<file path="src/sgw_pkg.sv">
package sgw_pkg;

   // ==========================================================
   // bus and register map
   // ==========================================================
   localparam int ADDR_W = 8;
   localparam int DATA_W = 32;
   localparam logic [7:0] OFF_MODE_SELECT = 8'h90;
   localparam logic [7:0] OFF_WAKE_FLAGS = 8'h94;
   localparam logic [7:0] OFF_DB_INTERVAL = 8'h9C;
   localparam logic [7:0] OFF_PORT_B_CTRL = 8'hA4;
   localparam logic [7:0] OFF_PORT_C_CTRL = 8'hA8;
   localparam logic [7:0] OFF_PORT_D_CTRL = 8'hAC;
   localparam logic [7:0] OFF_HOLD_RELEASE = 8'hB0;
   localparam logic [7:0] OFF_INT_STATUS = 8'hB8;
   localparam logic [7:0] OFF_INT_MASK = 8'hBC;
   localparam logic [1:0] RESP_OKAY = 2'h0;
   localparam logic [1:0] RESP_SLVERR = 2'h2;

   // ==========================================================
   // field positions and reset values
   // ==========================================================
   localparam int POS_PORT_WAKE_ENABLE = 0;
   localparam int POS_RISING_EDGE = 1;
   localparam int POS_FALLING_EDGE = 2;
   localparam int POS_PIN_SELECT_LSB = 4;
   localparam int POS_DEBOUNCE_ENABLE = 8;
   localparam int POS_IO_HOLD_RELEASE = 0;
   localparam int MODE_SELECT_W = 3;
   localparam int INTERVAL_W = 4;
   localparam logic [2:0] MODE_STANDBY_POWER_DOWN = 3'h4;
   localparam logic [31:0] RESET_WORD = 32'h00000000;
   localparam int NUM_PORTS = 3;
   localparam int PORT_B = 0;
   localparam int PORT_C = 1;
   localparam int PORT_D = 2;
   localparam int PINS_PORT_B = 16;
   localparam int PINS_PORT_C = 14;
   localparam int PINS_PORT_D = 15;

   // ==========================================================
   // timing
   // ==========================================================
   localparam int CLK_FREQ_HZ = 25000000;
   localparam int LOW_SPEED_RC_OSC_HZ = 10000;
   localparam int LOW_SPEED_DIV = CLK_FREQ_HZ / LOW_SPEED_RC_OSC_HZ;
   localparam int INTERVAL_CNT_W = 16;

   // ==========================================================
   // types
   // ==========================================================
   typedef struct packed {
      logic debounce_enable;
      logic [3:0] wake_pin_select;
      logic falling_edge_wake_enable;
      logic rising_edge_wake_enable;
      logic port_wake_enable;
   } sgw_port_ctrl_t;

   typedef enum logic {
      ST_RUN,
      ST_STANDBY
   } sgw_state_t;

endpackage : sgw_pkg

</file>
<file path="src/sgw_wakeup_ctrl.sv">
// The AXI4-Lite slave port was decided locally.
`timescale 1ns/1ps
module sgw_wakeup_ctrl #(
   parameter int LOW_SPEED_DIV = sgw_pkg::LOW_SPEED_DIV
) (
   input wire logic aclk,
   input wire logic aresetn,
   input wire logic [sgw_pkg::ADDR_W-1:0] s_axi_awaddr,
   input wire logic s_axi_awvalid,
   output logic s_axi_awready,
   input wire logic [sgw_pkg::DATA_W-1:0] s_axi_wdata,
   input wire logic [3:0] s_axi_wstrb,
   input wire logic s_axi_wvalid,
   output logic s_axi_wready,
   output logic [1:0] s_axi_bresp,
   output logic s_axi_bvalid,
   input wire logic s_axi_bready,
   input wire logic [sgw_pkg::ADDR_W-1:0] s_axi_araddr,
   input wire logic s_axi_arvalid,
   output logic s_axi_arready,
   output logic [sgw_pkg::DATA_W-1:0] s_axi_rdata,
   output logic [1:0] s_axi_rresp,
   output logic s_axi_rvalid,
   input wire logic s_axi_rready,
   input wire logic wait_exec,
   input wire logic [sgw_pkg::PINS_PORT_B-1:0] port_b_pins,
   input wire logic [sgw_pkg::PINS_PORT_C-1:0] port_c_pins,
   input wire logic [sgw_pkg::PINS_PORT_D-1:0] port_d_pins,
   output logic standby_power_down_q,
   output logic io_hold_q,
   output logic wake_q,
   output logic irq_q
);
   localparam int PORT_PINS [sgw_pkg::NUM_PORTS] = '{
      sgw_pkg::PINS_PORT_B, sgw_pkg::PINS_PORT_C, sgw_pkg::PINS_PORT_D};

   sgw_pkg::sgw_state_t state_q;
   sgw_pkg::sgw_port_ctrl_t port_ctrl_q [sgw_pkg::NUM_PORTS];
   logic [sgw_pkg::MODE_SELECT_W-1:0] power_down_mode_select_q;
   logic [sgw_pkg::INTERVAL_W-1:0] debounce_sample_interval_q;
   logic [sgw_pkg::NUM_PORTS-1:0] wake_flag_q;
   logic [sgw_pkg::NUM_PORTS-1:0] int_status_q;
   logic [sgw_pkg::NUM_PORTS-1:0] int_mask_q;
   logic [sgw_pkg::NUM_PORTS-1:0] port_wake;
   logic [15:0] port_pins [sgw_pkg::NUM_PORTS];
   logic sample_tick;

   logic [sgw_pkg::ADDR_W-1:0] aw_addr_q;
   logic [sgw_pkg::DATA_W-1:0] w_data_q;
   logic [3:0] w_strb_q;
   logic aw_have_q;
   logic w_have_q;
   logic aw_take;
   logic w_take;
   logic ar_take;
   logic do_write;
   logic [sgw_pkg::DATA_W-1:0] wmask;
   logic [sgw_pkg::DATA_W-1:0] old_word;
   logic [sgw_pkg::DATA_W-1:0] new_word;
   logic [sgw_pkg::DATA_W-1:0] rd_word;
   logic rd_hit;
   logic wr_hit;
   logic enter_standby;
   logic any_wake;
   logic release_req;
   logic status_read;

   // ==========================================================
   // port pins padded to a common width
   // ==========================================================
   assign port_pins[sgw_pkg::PORT_B] = port_b_pins;
   assign port_pins[sgw_pkg::PORT_C] = {2'h0, port_c_pins};
   assign port_pins[sgw_pkg::PORT_D] = {1'h0, port_d_pins};

   sgw_sample_tick #(
      .LOW_SPEED_DIV(LOW_SPEED_DIV)
   ) u_tick (
      .aclk(aclk),
      .aresetn(aresetn),
      .debounce_sample_interval(debounce_sample_interval_q),
      .sample_tick_q(sample_tick)
   );

   // ==========================================================
   // per-port wake detection
   // ==========================================================
   for (genvar p = 0; p < sgw_pkg::NUM_PORTS; p++)
   begin : g_port
      sgw_port_wake #(
         .NUM_PINS(PORT_PINS[p])
      ) u_port (
         .aclk(aclk),
         .aresetn(aresetn),
         .pins(port_pins[p]),
         .ctrl(port_ctrl_q[p]),
         .sample_tick(sample_tick),
         .standby(standby_power_down_q),
         .wake_q(port_wake[p])
      );
   end

   // ==========================================================
   // AXI4-Lite write channel
   // ==========================================================
   assign aw_take = s_axi_awvalid & s_axi_awready;
   assign w_take = s_axi_wvalid & s_axi_wready;
   assign do_write = aw_have_q & w_have_q & ~s_axi_bvalid;

   always_ff @(posedge aclk)
   begin
      if (!aresetn)
      begin
         aw_have_q <= 1'b0;
         w_have_q <= 1'b0;
         aw_addr_q <= '0;
         w_data_q <= '0;
         w_strb_q <= '0;
         s_axi_awready <= 1'b0;
         s_axi_wready <= 1'b0;
         s_axi_bvalid <= 1'b0;
         s_axi_bresp <= sgw_pkg::RESP_OKAY;
      end
      else
      begin
         if (aw_take)
         begin
            aw_have_q <= 1'b1;
            aw_addr_q <= s_axi_awaddr;
         end
         else if (do_write)
            aw_have_q <= 1'b0;
         if (w_take)
         begin
            w_have_q <= 1'b1;
            w_data_q <= s_axi_wdata;
            w_strb_q <= s_axi_wstrb;
         end
         else if (do_write)
            w_have_q <= 1'b0;
         s_axi_awready <= ~(aw_take | (aw_have_q & ~do_write));
         s_axi_wready <= ~(w_take | (w_have_q & ~do_write));
         if (do_write)
         begin
            s_axi_bvalid <= 1'b1;
            s_axi_bresp <= wr_hit ? sgw_pkg::RESP_OKAY : sgw_pkg::RESP_SLVERR;
         end
         else if (s_axi_bready)
            s_axi_bvalid <= 1'b0;
      end
   end

   // ==========================================================
   // register read-back, shared by reads and masked writes
   // ==========================================================
   function automatic logic [31:0] ctrl_word(input sgw_pkg::sgw_port_ctrl_t c);
      logic [31:0] w;
      w = sgw_pkg::RESET_WORD;
      w[sgw_pkg::POS_PORT_WAKE_ENABLE] = c.port_wake_enable;
      w[sgw_pkg::POS_RISING_EDGE] = c.rising_edge_wake_enable;
      w[sgw_pkg::POS_FALLING_EDGE] = c.falling_edge_wake_enable;
      w[sgw_pkg::POS_PIN_SELECT_LSB +: 4] = c.wake_pin_select;
      w[sgw_pkg::POS_DEBOUNCE_ENABLE] = c.debounce_enable;
      return w;
   endfunction : ctrl_word

   function automatic sgw_pkg::sgw_port_ctrl_t word_ctrl(input logic [31:0] w);
      sgw_pkg::sgw_port_ctrl_t c;
      c.port_wake_enable = w[sgw_pkg::POS_PORT_WAKE_ENABLE];
      c.rising_edge_wake_enable = w[sgw_pkg::POS_RISING_EDGE];
      c.falling_edge_wake_enable = w[sgw_pkg::POS_FALLING_EDGE];
      c.wake_pin_select = w[sgw_pkg::POS_PIN_SELECT_LSB +: 4];
      c.debounce_enable = w[sgw_pkg::POS_DEBOUNCE_ENABLE];
      return c;
   endfunction : word_ctrl

   function automatic logic [32:0] reg_read(input logic [7:0] a,
      input logic [31:0] b, input logic [31:0] c, input logic [31:0] d,
      input logic [2:0] mode, input logic [3:0] ivl, input logic [2:0] flg,
      input logic [2:0] sts, input logic [2:0] msk);
      logic [31:0] w;
      logic hit;
      w = sgw_pkg::RESET_WORD;
      hit = 1'b1;
      if (a[7:2] == sgw_pkg::OFF_PORT_B_CTRL[7:2])
         w = b;
      else if (a[7:2] == sgw_pkg::OFF_PORT_C_CTRL[7:2])
         w = c;
      else if (a[7:2] == sgw_pkg::OFF_PORT_D_CTRL[7:2])
         w = d;
      else if (a[7:2] == sgw_pkg::OFF_HOLD_RELEASE[7:2])
         w = sgw_pkg::RESET_WORD;
      else if (a[7:2] == sgw_pkg::OFF_MODE_SELECT[7:2])
         w[2:0] = mode;
      else if (a[7:2] == sgw_pkg::OFF_DB_INTERVAL[7:2])
         w[3:0] = ivl;
      else if (a[7:2] == sgw_pkg::OFF_WAKE_FLAGS[7:2])
         w[2:0] = flg;
      else if (a[7:2] == sgw_pkg::OFF_INT_STATUS[7:2])
         w[2:0] = sts;
      else if (a[7:2] == sgw_pkg::OFF_INT_MASK[7:2])
         w[2:0] = msk;
      else
         hit = 1'b0;
      return {hit, w};
   endfunction : reg_read

   assign {wr_hit, old_word} = reg_read(aw_addr_q, ctrl_word(port_ctrl_q[0]),
      ctrl_word(port_ctrl_q[1]), ctrl_word(port_ctrl_q[2]),
      power_down_mode_select_q, debounce_sample_interval_q, wake_flag_q,
      int_status_q, int_mask_q);
   assign {rd_hit, rd_word} = reg_read(s_axi_araddr, ctrl_word(port_ctrl_q[0]),
      ctrl_word(port_ctrl_q[1]), ctrl_word(port_ctrl_q[2]),
      power_down_mode_select_q, debounce_sample_interval_q, wake_flag_q,
      int_status_q, int_mask_q);
   assign wmask = {{8{w_strb_q[3]}}, {8{w_strb_q[2]}}, {8{w_strb_q[1]}}, {8{w_strb_q[0]}}};
   assign new_word = (old_word & ~wmask) | (w_data_q & wmask);

   // ==========================================================
   // software registers
   // ==========================================================
   always_ff @(posedge aclk)
   begin
      if (!aresetn)
      begin
         for (int p = 0; p < sgw_pkg::NUM_PORTS; p++)
            port_ctrl_q[p] <= '0;
         power_down_mode_select_q <= '0;
         debounce_sample_interval_q <= '0;
         int_mask_q <= '0;
      end
      else if (do_write)
      begin
         if (aw_addr_q[7:2] == sgw_pkg::OFF_PORT_B_CTRL[7:2])
            port_ctrl_q[sgw_pkg::PORT_B] <= word_ctrl(new_word);
         else if (aw_addr_q[7:2] == sgw_pkg::OFF_PORT_C_CTRL[7:2])
            port_ctrl_q[sgw_pkg::PORT_C] <= word_ctrl(new_word);
         else if (aw_addr_q[7:2] == sgw_pkg::OFF_PORT_D_CTRL[7:2])
            port_ctrl_q[sgw_pkg::PORT_D] <= word_ctrl(new_word);
         else if (aw_addr_q[7:2] == sgw_pkg::OFF_MODE_SELECT[7:2])
            power_down_mode_select_q <= new_word[2:0];
         else if (aw_addr_q[7:2] == sgw_pkg::OFF_DB_INTERVAL[7:2])
            debounce_sample_interval_q <= new_word[3:0];
         else if (aw_addr_q[7:2] == sgw_pkg::OFF_INT_MASK[7:2])
            int_mask_q <= new_word[2:0];
      end
   end

   // release is a one-shot write strobe; nothing is stored, so it reads zero
   assign release_req = do_write & w_strb_q[0]
      & (aw_addr_q[7:2] == sgw_pkg::OFF_HOLD_RELEASE[7:2])
      & w_data_q[sgw_pkg::POS_IO_HOLD_RELEASE];

   // ==========================================================
   // AXI4-Lite read channel
   // ==========================================================
   assign ar_take = s_axi_arvalid & s_axi_arready;
   assign status_read = ar_take & (s_axi_araddr[7:2] == sgw_pkg::OFF_INT_STATUS[7:2]);

   always_ff @(posedge aclk)
   begin
      if (!aresetn)
      begin
         s_axi_arready <= 1'b0;
         s_axi_rvalid <= 1'b0;
         s_axi_rdata <= '0;
         s_axi_rresp <= sgw_pkg::RESP_OKAY;
      end
      else
      begin
         s_axi_arready <= ~(ar_take | (s_axi_rvalid & ~s_axi_rready));
         if (ar_take)
         begin
            s_axi_rvalid <= 1'b1;
            s_axi_rdata <= rd_word;
            s_axi_rresp <= rd_hit ? sgw_pkg::RESP_OKAY : sgw_pkg::RESP_SLVERR;
         end
         else if (s_axi_rready)
            s_axi_rvalid <= 1'b0;
      end
   end

   // ==========================================================
   // standby sequencing
   // ==========================================================
   assign enter_standby = (state_q == sgw_pkg::ST_RUN) & wait_exec
      & (power_down_mode_select_q == sgw_pkg::MODE_STANDBY_POWER_DOWN);
   assign any_wake = (state_q == sgw_pkg::ST_STANDBY) & (|port_wake);

   always_ff @(posedge aclk)
   begin
      if (!aresetn)
      begin
         state_q <= sgw_pkg::ST_RUN;
         standby_power_down_q <= 1'b0;
         wake_q <= 1'b0;
      end
      else
      begin
         wake_q <= any_wake;
         case (state_q)
            sgw_pkg::ST_RUN:
            begin
               if (enter_standby)
               begin
                  state_q <= sgw_pkg::ST_STANDBY;
                  standby_power_down_q <= 1'b1;
               end
            end
            sgw_pkg::ST_STANDBY:
            begin
               if (any_wake)
               begin
                  state_q <= sgw_pkg::ST_RUN;
                  standby_power_down_q <= 1'b0;
               end
            end
            default:
            begin
               state_q <= sgw_pkg::ST_RUN;
               standby_power_down_q <= 1'b0;
            end
         endcase
      end
   end

   // hold outlives the wake; a release during standby is ignored
   always_ff @(posedge aclk)
   begin
      if (!aresetn)
         io_hold_q <= 1'b0;
      else if (enter_standby)
         io_hold_q <= 1'b1;
      else if (release_req & (state_q == sgw_pkg::ST_RUN))
         io_hold_q <= 1'b0;
   end

   // ==========================================================
   // wake flags and interrupt
   // ==========================================================
   always_ff @(posedge aclk)
   begin
      if (!aresetn)
         wake_flag_q <= '0;
      else if (enter_standby)
         wake_flag_q <= '0;
      else if (any_wake)
         wake_flag_q <= wake_flag_q | port_wake;
   end

   always_ff @(posedge aclk)
   begin
      if (!aresetn)
      begin
         int_status_q <= '0;
         irq_q <= 1'b0;
      end
      else
      begin
         // a wake in the cycle of the clearing read survives it
         int_status_q <= (int_status_q & ~{sgw_pkg::NUM_PORTS{status_read}})
            | (port_wake & {sgw_pkg::NUM_PORTS{any_wake}});
         irq_q <= |(int_status_q & int_mask_q);
      end
   end

endmodule : sgw_wakeup_ctrl

</file>
<file path="src/sgw_sample_tick.sv">
`timescale 1ns/1ps
module sgw_sample_tick #(
   parameter int LOW_SPEED_DIV = sgw_pkg::LOW_SPEED_DIV
) (
   input wire logic aclk,
   input wire logic aresetn,
   input wire logic [sgw_pkg::INTERVAL_W-1:0] debounce_sample_interval,
   output logic sample_tick_q
);
   localparam int DIV_W = $clog2(LOW_SPEED_DIV + 1);
   localparam logic [DIV_W-1:0] DIV_END = DIV_W'(LOW_SPEED_DIV - 1);

   logic [DIV_W-1:0] div_q;
   logic [sgw_pkg::INTERVAL_CNT_W-1:0] interval_q;
   logic [sgw_pkg::INTERVAL_CNT_W-1:0] interval_end;
   logic osc_tick;

   // ==========================================================
   // low-speed oscillator emulated as a tick of the bus clock
   // ==========================================================
   assign osc_tick = (div_q == DIV_END);

   always_ff @(posedge aclk)
   begin
      if (!aresetn)
         div_q <= '0;
      else if (osc_tick)
         div_q <= '0;
      else
         div_q <= DIV_W'(div_q + 1'b1);
   end

   // ==========================================================
   // sampling interval: 2**code oscillator clocks
   // ==========================================================
   assign interval_end = sgw_pkg::INTERVAL_CNT_W'(
      (17'h00001 << debounce_sample_interval) - 17'h00001);

   always_ff @(posedge aclk)
   begin
      if (!aresetn)
      begin
         interval_q <= '0;
         sample_tick_q <= 1'b0;
      end
      else
      begin
         sample_tick_q <= 1'b0;
         if (osc_tick)
         begin
            if (interval_q >= interval_end)
            begin
               interval_q <= '0;
               sample_tick_q <= 1'b1;
            end
            else
               interval_q <= sgw_pkg::INTERVAL_CNT_W'(interval_q + 1'b1);
         end
      end
   end

endmodule : sgw_sample_tick

</file>
<file path="src/sgw_port_wake.sv">
`timescale 1ns/1ps
module sgw_port_wake #(
   parameter int NUM_PINS = 16
) (
   input wire logic aclk,
   input wire logic aresetn,
   input wire logic [15:0] pins,
   input sgw_pkg::sgw_port_ctrl_t ctrl,
   input wire logic sample_tick,
   input wire logic standby,
   output logic wake_q
);
   logic pin_valid;
   logic pin_lvl;
   logic raw_prev_q;
   logic samp_a_q;
   logic samp_b_q;
   logic stable_q;
   logic filt_lvl;
   logic cur_lvl;
   logic prev_lvl;
   logic rise;
   logic fall;

   // ==========================================================
   // pin selection; reserved codes select no pin
   // ==========================================================
   assign pin_valid = ({1'b0, ctrl.wake_pin_select} < 5'(NUM_PINS));
   assign pin_lvl = pins[ctrl.wake_pin_select] & pin_valid;

   // ==========================================================
   // de-bounce: a new level must be seen on two successive samples
   // ==========================================================
   assign filt_lvl = (samp_a_q == samp_b_q) ? samp_a_q : stable_q;

   always_ff @(posedge aclk)
   begin
      if (!aresetn)
      begin
         raw_prev_q <= 1'b0;
         samp_a_q <= 1'b0;
         samp_b_q <= 1'b0;
         stable_q <= 1'b0;
      end
      else
      begin
         raw_prev_q <= pin_lvl;
         stable_q <= filt_lvl;
         if (sample_tick)
         begin
            samp_a_q <= pin_lvl;
            samp_b_q <= samp_a_q;
         end
      end
   end

   // filter sits only in the edge path, the sole detection style here
   assign cur_lvl = ctrl.debounce_enable ? filt_lvl : pin_lvl;
   assign prev_lvl = ctrl.debounce_enable ? stable_q : raw_prev_q;
   assign rise = cur_lvl & ~prev_lvl;
   assign fall = ~cur_lvl & prev_lvl;

   // ==========================================================
   // wake request
   // ==========================================================
   always_ff @(posedge aclk)
   begin
      if (!aresetn)
         wake_q <= 1'b0;
      else
         wake_q <= standby & ctrl.port_wake_enable & pin_valid
            & ((rise & ctrl.rising_edge_wake_enable)
            | (fall & ctrl.falling_edge_wake_enable));
   end

endmodule : sgw_port_wake

</file>
<file path="config.mk">
export PLATFORM = sky130hd
export DESIGN_NAME = sgw_wakeup_ctrl
export DESIGN_NICKNAME = d
export VERILOG_FILES = /design/src/sgw_pkg.sv /design/src/sgw_wakeup_ctrl.sv /design/src/sgw_sample_tick.sv /design/src/sgw_port_wake.sv
export SDC_FILE = /design/constraint.sdc
export NUM_CORES = 1
export LEC_CHECK = 0
export BUFFER_PORTS_ARGS = -buffer_cell sky130_fd_sc_hd__buf_2
export CAP_MARGIN = 20
export CORE_ASPECT_RATIO = 1.5
export CORE_MARGIN = 1.5
export CORE_UTILIZATION = 40
export CTS_CLUSTER_DIAMETER = 200
export DETAILED_ROUTE_END_ITERATION = 6
export PLACE_DENSITY_LB_ADDON = 0.05
export SLEW_MARGIN = 20
export SYNTH_ARGS = -nofsm -noshare
export SYNTH_HDL_FRONTEND = slang
export SYNTH_HIERARCHICAL = 1
export SYNTH_SLANG_ARGS = --single-unit
</file>
<file path="constraint.sdc">
create_clock -name aclk -period 7.4 [get_ports aclk]
set_input_delay 1.48 -clock aclk [delete_from_list [all_inputs] [get_ports aclk]]
set_output_delay 1.48 -clock aclk [all_outputs]
set_load 0.02 [all_outputs]
</file>
==> impl_metrics.tcl, run 1 <==
set metrics [dict create \
    htreeDepth 4 \
    synth_area_leader_cell "dfxtp_1" \
    vias 6188 \
    tightest_slew_ns 0.981 \
    syn_inst 796 \
    nNetsFinal 1003 \
    die_h_um 166 \
    seq_power_share 0.417 \
    cts-root-buf "clkbuf_16" \
    numCtsBuffers 17 \
    path_depth 13 \
    seq_area_frac_synth 0.382 \
    gp_congestion 0.835 \
    switching_share 0.237 \
    syn_area_mm2 0.00712 \
    synthToLayoutAreaGrowth_pct 15.9 \
    critPathTopFamily "simple AND/OR/NAND/NOR gates" \
    finalSetupTns_ns 0 \
    initial_core_util 0.409 \
    clkLatencyLatePin_ns 0.41 \
    slew_viol_final 0 \
    diodes 0 \
    cp_cell_sequence "or2_2 > nand2b_1 > ha_1 > or2_2 > o22a_1 > nor2_1 > a41oi_1 > ha_1 > nand4_1 > nor3_1 > nor4_1 > a31oi_4 > a21oi_1" \
    cts.clk_slew.worst_paths_ns 0.06 \
    grt_max_degree 64 \
    yosys_warnings 6 \
    synth_edf_count 24 \
    drtIter0Drc 355 \
    dieArea_mm2 0.0186 \
    tritoncts "done" \
    p_switching_mw 0.413 \
    cp.arrival_ns 4.52 \
    drc 4 \
    hpwlAfterDp_um 14600 \
    worst_path_max_delay_cell "nor4_1" \
    mostFrequentLayoutCells "dfxtp_1 (100), buf_2 (95), nand2_1 (88), nor2_1 (75), a21oi_1 (52)" \
    finalHoldViolations 0 \
    synth_top_area_share 0.281 \
    status "finished with violations" \
    ant_nets 0 \
    clkSinkCount 124 \
    vias_per_cell 5.60 \
    power.internal_mw 1.33 \
    io_buffers 95 \
    finalCritPeriodShare 0.566 \
    cp.required_ns 7.73 \
    slew_headroom 0.340 \
    cts_setup_buffers 0 \
    critical_path.endpoint_type "flip-flop" \
    drv_cap 0 \
    drive_gt1_frac 0.191 \
    ys_top_cells_by_area "dfxtp_1 (28%), edfxtp_1 (10%), nand2_1 (4.6%)" \
    grt_overflow_total 0 \
    crit_type "reg -> reg" \
    final_common_cell "dfxtp_1" \
    worst-path-buf-inv 0 \
    synth_cell_types 86 \
    hold_class "reg -> reg" \
    p_leak_nw 3.19 \
    antenna_found_initial 1 \
    setup_ws_ns 3.21 \
    synthArstFlopShare 0 \
    r2r_cells 13 \
    place_ws_ns 3.30 \
    row_count 59 \
    die_x_um 112 \
    p_per_area_mw_per_mm2 211 \
    cts_resized 0 \
    drt_pass1_iterations 7 \
    routedWlPerCell_um 17.6 \
    ys.flop_type "dfxtp_1" \
    finalSetupViolCount 0 \
    grt_use_total 0.214 \
    synth-seq-cells 124 \
    grt_pass1_wl_um 31300 \
    crit_path_start_kind "flip-flop" \
    grt_pass1_vias 6006 \
    fmax_ghz 0.239 \
    holdPathStages 2 \
    clock_skew_ns 0.00735 \
    core_area_mm2 0.0174 \
    violations "design-rule violations" \
    critPathMaxFanout 17 \
    io_pins 150 \
    avgSynthCellArea_um2 8.94 \
    p_comb_frac 0.075 \
    clk_path_buf_depth 2 \
    rsz0062_at_grt "no" \
    hold_buffers 0 \
    clockPowerShare 0.509 \
    r2r_slack_ns 3.21 \
    critical-path-max-stage-delay_ns 0.83 \
    peakVddDrop_uv 137 \
    wl_um 19400 \
    period_needed_ns 4.19 \
]
## power by group through the flow
stage,logic [mW],registers [mW],clock network [mW]
2_1_floorplan,0.100,0.732,0
3_3_place_gp,0.128,0.739,0
3_5_place_dp,0.130,0.740,0
4_1_cts,0.131,0.726,0.905
5_1_grt,0.144,0.728,0.935
6_report,0.130,0.726,0.886
## cells in the mapped netlist (all sizes together) (6+ instances only)
master  number
dfxtp      100
nand2       88
nor2        76
a21oi       53
buf         40
o21ai       39
mux2i       30
nand3       26
edfxtp      24
clkbuf      21
ha          19
a21boi      18
and3        18
a22oi       17
nand4       17
xor2        17
nor2b       14
inv         13
nor3        13
nand2b      12
a31oi       11
and2        10
mux2         9
xnor2        9
nand3b       8
nor3b        7
mux4         6
## final timing paths
| path | from | end |
|---|---|---|
| max reg2reg | debounce_sample_interval_q[1] | u_tick/interval_q[1] |
| min reg2reg | aw_addr_q[3] | aw_addr_q[3] |
| min | aw_addr_q[3] | aw_addr_q[3] |
| max | debounce_sample_interval_q[1] | u_tick/interval_q[1] |
## flip-flops by register name (all words and copies together) (netlist names), 4 cells and up
signal                      count
port_ctrl_q                    24
aw_addr_q                       6
debounce_sample_interval_q      4
w_data_q                        9
s_axi_rdata                     9
u_tick/interval_q              16
u_tick/div_q                   12
## kinds of logic (layout without fill, tap and decap cells)
| family | count (synthesis) | count (layout) | synth area share |
|---|---|---|---|
| other | 2 | 26 | 0.00105 |
| AOI/OAI and AO/OA | 187 | 187 | 0.175 |
| adders and majority gates | 19 | 19 | 0.0334 |
| DFF | 124 | 124 | 0.382 |
| muxes | 45 | 45 | 0.0765 |
| xor gates and xnor gates | 26 | 26 | 0.0320 |
| buffers and inverters | 74 | 146 | 0.0612 |
| and+or+nand+nor | 319 | 319 | 0.239 |
## worst reg2reg max path, stage by stage, from the launching register on
cell and delay [ns]:
dfxtp_1 0.48, or2_2 0.40, nand2b_1 0.18, ha_1 0.34
or2_2 0.35, o22a_1 0.20, nor2_1 0.09, a41oi_1 0.07
ha_1 0.35, nand4_1 0.17, nor3_1 0.09, nor4_1 0.83
a31oi_4 0.33, a21oi_1 0.22
## routing by layer
metal  part of all wire  global-route usage
met2               0.54               0.398
met4              0.031              0.0952
met5            0.00062                   0
met3              0.035              0.0412
met1               0.39               0.233
## metrics by stage
| step | instances | utilization | power (mW) | hold WS, ns | instance area (um2) |
|---|---|---|---|---|---|
| 2_1_floorplan | 820 | - | 0.832 | 0.426 | 7210 |
| 3_3_place_gp | 1073 | 0.437 | 0.867 | 0.441 | 7610 |
| 3_5_place_dp | 1073 | 0.437 | 0.871 | 0.455 | 7610 |
| 4_1_cts | 1105 | 0.473 | 1.76 | 0.471 | 8250 |
| 5_1_grt | 1105 | 0.473 | 1.81 | 0.483 | 8250 |
| 6_report | 1105 | 0.473 | 1.74 | 0.465 | 8250 |
## cell type report
type / instances / area (um2)
Multi-Input combinational cell: 622 / 4050
Timing Repair Buffer: 101 / 520
Tap cell: 213 / 267
Clock buffer: 20 / 479
Sequential cell: 124 / 2720
Inverter: 13 / 48.8
Clock inverter: 12 / 160
Fill cell: 1747 / 9170
Note: power is estimated with default switching activity, not from simulation.
==> inputs of run 2 (changes only) <==
- clock period: 7.4 -> 3.7 ns (I/O delays scaled with it)
==> impl_metrics.tcl, run 2 (synthesis results as in run 1) <==
set metrics [dict create \
    status "finished with violations" \
    violations "design-rule violations" \
    slew_headroom 0.414 \
    clock_skew_ns 0.00668 \
    core_area_mm2 0.0174 \
    grt_pass1_vias 6094 \
    initial_core_util 0.409 \
    grt_max_degree 42 \
    grt_use_total 0.215 \
    clk_path_buf_depth 2 \
    setup_ws_ns 0.276 \
    clockPowerShare 0.531 \
    p_per_area_mw_per_mm2 437 \
    finalSetupViolCount 0 \
    die_x_um 112 \
    antenna_found_initial 1 \
    htreeDepth 4 \
    cts-root-buf "clkbuf_16" \
    reg_top3 "port_ctrl_q: 24 flops, u_tick/interval_q: 16 flops, u_tick/div_q: 12 flops" \
    ant_nets 0 \
    power.internal_mw 2.79 \
    regArea_mm2 0.00272 \
    finalCritPeriodShare 0.926 \
    nNetsFinal 1010 \
    wl_um 19400 \
    crit_type "reg -> reg" \
    regMostFlops "port_ctrl_q" \
    vias 6186 \
    hold_class "reg -> reg" \
    nFillCells 1751 \
    clkLatencyLatePin_ns 0.42 \
    synthToLayoutAreaGrowth_pct 17.2 \
    grt_pass1_wl_um 31500 \
    p_comb_frac 0.071 \
    drv_cap 0 \
    die_h_um 166 \
    io_buffers 95 \
    drt_pass1_iterations 7 \
    place_ws_ns 0.260 \
    fmax_ghz 0.292 \
    tritoncts "done" \
    vias_per_cell 5.56 \
    r2r_cells 15 \
    switching_share 0.235 \
    diodes 0 \
    hold_buffers 0 \
    p_leak_nw 3.24 \
    period_needed_ns 3.42 \
    crit_path_start_kind "flip-flop" \
    io_pins 150 \
    drtIter0Drc 405 \
    grt_overflow_total 0 \
    routedWlPerCell_um 17.5 \
    finalHoldViolations 0 \
    holdPathStages 1 \
    tightest_slew_ns 0.872 \
    cp.arrival_ns 3.77 \
    numCtsBuffers 17 \
    critical_path.endpoint_type "flip-flop" \
    gp_congestion 0.869 \
    cts_setup_buffers 0 \
    largest_reg_flops 24 \
    drive_gt1_frac 0.199 \
    hpwlAfterDp_um 14800 \
    row_count 59 \
    dieArea_mm2 0.0186 \
    p_switching_mw 0.859 \
    drc 4 \
    peakVddDrop_uv 277 \
    clkSinkCount 124 \
    cts_resized 0 \
    cts.clk_slew.worst_paths_ns 0.06 \
    final_common_cell "dfxtp_1" \
    place_area_mm2 0.00766 \
    rsz0062_at_grt "no" \
    finalSetupTns_ns 0 \
    cp.required_ns 4.04 \
    multi_input_area_mm2 0.00405 \
    postLayoutCellArea_mm2 0.00835 \
    critPathMaxFanout 15 \
    slew_viol_final 0 \
    seq_power_share 0.398 \
    mostFrequentLayoutCells "dfxtp_1 (100), buf_2 (95), nand2_1 (88), nor2_1 (75), a21oi_1 (52)" \
]
run 2: cell types whose count changed in the layout (fill, tap and decap cells not counted), sizes merged:
cell	previous run	this run
clkinv	8	2
inv	14	18
clkinvlp	0	2
bufinv	3	6
clkbuf	20	17
buf	101	108
run 2: layout make-up:
class,count,share of cell area
flip-flops and latches,124,0.326
repair buffers,108,0.0687
well taps,213,0.0319
inverters,13,0.00585
clock buffers,17,0.0510
clock inverters,15,0.0310
multi-input cells,622,0.485
run 2: power by group through the flow:
stage | clock network, mW | logic (mW) | registers (mW)
2_1_floorplan | 0 | 0.201 | 1.46
3_3_place_gp | 0 | 0.255 | 1.48
3_5_place_dp | 0 | 0.259 | 1.48
4_1_cts | 1.97 | 0.260 | 1.45
5_1_grt | 2.03 | 0.284 | 1.46
6_report | 1.94 | 0.258 | 1.45
run 2: worst max-delay path, cell delays in order (launching register included):
cell and delay [ns]:
dfxtp_1 0.30, or2_2 0.33, nand2b_1 0.18, ha_1 0.21, buf_4 0.18, nand2_1 0.09
o22a_1 0.13, nor2_1 0.04, a41oi_1 0.24, ha_1 0.28, nand4_1 0.17, nor3_1 0.09
nor4_1 0.51, buf_4 0.23, a31oi_4 0.20, a21oi_1 0.18
run 2: per-layer routing:
layer	global-route usage	part of all wire	up-vias
li1	-	-	3041
met1	0.237	0.40	2978
met2	0.397	0.53	128
met3	0.0383	0.031	37
met4	0.0991	0.034	2
met5	0	0.00046	-
run 2: through the flow:
stage / power [mW] / std cells / hold WS (ns) / utilization
floorplan: 1.66 / 820 / 0.426 / -
global placement: 1.73 / 1080 / 0.441 / 0.440
detailed placement: 1.74 / 1080 / 0.451 / 0.440
CTS: 3.69 / 1112 / 0.459 / 0.479
global route: 3.78 / 1112 / 0.492 / 0.479
finish: 3.65 / 1112 / 0.457 / 0.479
run 2: worst paths after layout:
kind / startpoint / end / slack, ns
setup reg to reg: debounce_sample_interval_q[0] / u_tick/interval_q[1] / 0.28
hold reg to reg: u_tick/div_q[0] / u_tick/div_q[0] / 0.46
hold / removal: u_tick/div_q[0] / u_tick/div_q[0] / 0.46
setup / recovery: debounce_sample_interval_q[0] / u_tick/interval_q[1] / 0.28
==> inputs of run 3 (changes only) <==
- RECOVER_POWER: default -> 25
==> impl_metrics.tcl, run 3 (synthesis results as in run 1) <==
set metrics [dict create \
    vias_per_cell 5.54 \
    finalHoldViolations 0 \
    gp_congestion 0.869 \
    diodes 0 \
    setup_ws_ns 0.281 \
    nFillCells 1755 \
    grt_use_total 0.215 \
    cts_resized 0 \
    synthToLayoutAreaGrowth_pct 17.1 \
    tightest_slew_ns 1.65 \
    crit_type "reg -> reg" \
    routedWlPerCell_um 17.4 \
    drt_pass1_iterations 7 \
    violations "design-rule violations, max-capacitance violations, max-slew violations" \
    grt_pass1_vias 6094 \
    fmax_ghz 0.292 \
    die_h_um 166 \
    drtIter0Drc 388 \
    vias 6161 \
    slew_viol_final 42 \
    slew_headroom -0.0982 \
    die_x_um 112 \
    place_area_mm2 0.00766 \
    hpwlAfterDp_um 14800 \
    tritoncts "done" \
    layout.cells.non_filler 1112 \
    clk_path_buf_depth 2 \
    hold_class "reg -> reg" \
    p_leak_nw 3.22 \
    critPathMaxFanout 15 \
    antenna_found_initial 0 \
    cts_setup_buffers 0 \
    regMostFlops "port_ctrl_q" \
    cp.required_ns 4.04 \
    clkSinkCount 124 \
    finalSetupViolCount 0 \
    worst_path_max_delay_cell "nor4_1" \
    rsz0062_at_grt "no" \
    peakVddDrop_uv 273 \
    clkLatencyLatePin_ns 0.41 \
    initial_core_util 0.409 \
    p_per_area_mw_per_mm2 438 \
    grt_max_degree 42 \
    drive_gt1_frac 0.192 \
    io_buffers 95 \
    finalCritPeriodShare 0.924 \
    crit_path_start_kind "flip-flop" \
    htreeDepth 4 \
    largest_reg_flops 24 \
    wl_um 19400 \
    critical_path.endpoint_type "flip-flop" \
    cp.arrival_ns 3.76 \
    finalSetupTns_ns 0 \
    core_area_mm2 0.0174 \
    grt_pass1_wl_um 31500 \
    drv_cap 1 \
    nNetsFinal 1010 \
    io_pins 150 \
    cp_cell_sequence "or2_2 > nand2b_1 > ha_1 > buf_4 > nand2_1 > o22a_1 > nor2_1 > a41oi_1 > ha_1 > nand4_1 > nor3_1 > nor4_1 > buf_4 > a31oi_4 > a21oi_1" \
    clock_skew_ns 0.00608 \
    postLayoutCellArea_mm2 0.00833 \
    mostFrequentLayoutCells "dfxtp_1 (100), buf_2 (91), nand2_1 (88), nor2_1 (75), a21oi_1 (52)" \
    row_count 59 \
    dp.cells 1080 \
    place_ws_ns 0.260 \
    hold_slack_ns 0.457 \
    cts.clk_slew.worst_paths_ns 0.06 \
    cts-root-buf "clkbuf_16" \
    reg_top3 "port_ctrl_q: 24 flops, u_tick/interval_q: 16 flops, u_tick/div_q: 12 flops" \
    numCtsBuffers 17 \
    dieArea_mm2 0.0186 \
    critical-path-max-stage-delay_ns 0.51 \
    hold_buffers 0 \
    status "finished with violations" \
    ant_nets 0 \
    drc 4 \
    period_needed_ns 3.42 \
    final_common_cell "dfxtp_1" \
    grt_overflow_total 0 \
]
-- run 3: changes by cell type in the layout (fill, tap and decap cells not counted) --
cell,previous run,this run
and2_0,0,1
buf_2,95,91
buf_4,13,11
and2_1,8,7
clkbuf_1,0,6
-- run 3: layout make-up --
cell class,instances,area [um2],area share
multi-input combinational,622,4050,0.486
clock inverter,15,259,0.0311
inverter,13,48.8,0.00585
sequential,124,2720,0.327
timing repair buffer,108,561,0.0673
tap,213,267,0.0320
clock buffer,17,425,0.0510
-- run 3: per-stage QoR --
stage,power [mW],utilization
3_5_place_dp,1.74,0.440
2_1_floorplan,1.66,-
6_report,3.65,0.478
4_1_cts,3.69,0.479
3_3_place_gp,1.73,0.440
5_1_grt,3.78,0.478
-- run 3: per-layer routing --
metal | vias to the layer above | GRT usage | share of wire
li1 | 3044 | - | -
met1 | 2965 | 0.237 | 0.41
met2 | 118 | 0.397 | 0.53
met3 | 34 | 0.0383 | 0.028
met4 | 0 | 0.0991 | 0.033
met5 | - | 0 | 0
-- run 3: worst max-delay path, delay by kind of cell, from the launching register on --
kind	cells	cell delay (ns)
buffers and inverters	2	0.41
and+or+nand+nor	7	1.41
AOI/OAI and AO/OA	4	0.74
DFF	1	0.30
adders and majority gates	2	0.49
-- run 3: path summary, 6_finish.rpt --
kind	from	end	slack [ns]	cells after the start
worst max-delay path	debounce_sample_interval_q[0]	u_tick/interval_q[1]	0.28	15
worst min-delay path	u_tick/div_q[0]	u_tick/div_q[0]	0.46	1
worst max register to register	debounce_sample_interval_q[0]	u_tick/interval_q[1]	0.28	15
worst min register to register	u_tick/div_q[0]	u_tick/div_q[0]	0.46	1
-- run 3: where the power goes --
part | switching [mW] | internal (mW)
Clock | 0.660 | 1.28
Sequential | 0.0463 | 1.41
Combinational | 0.151 | 0.106
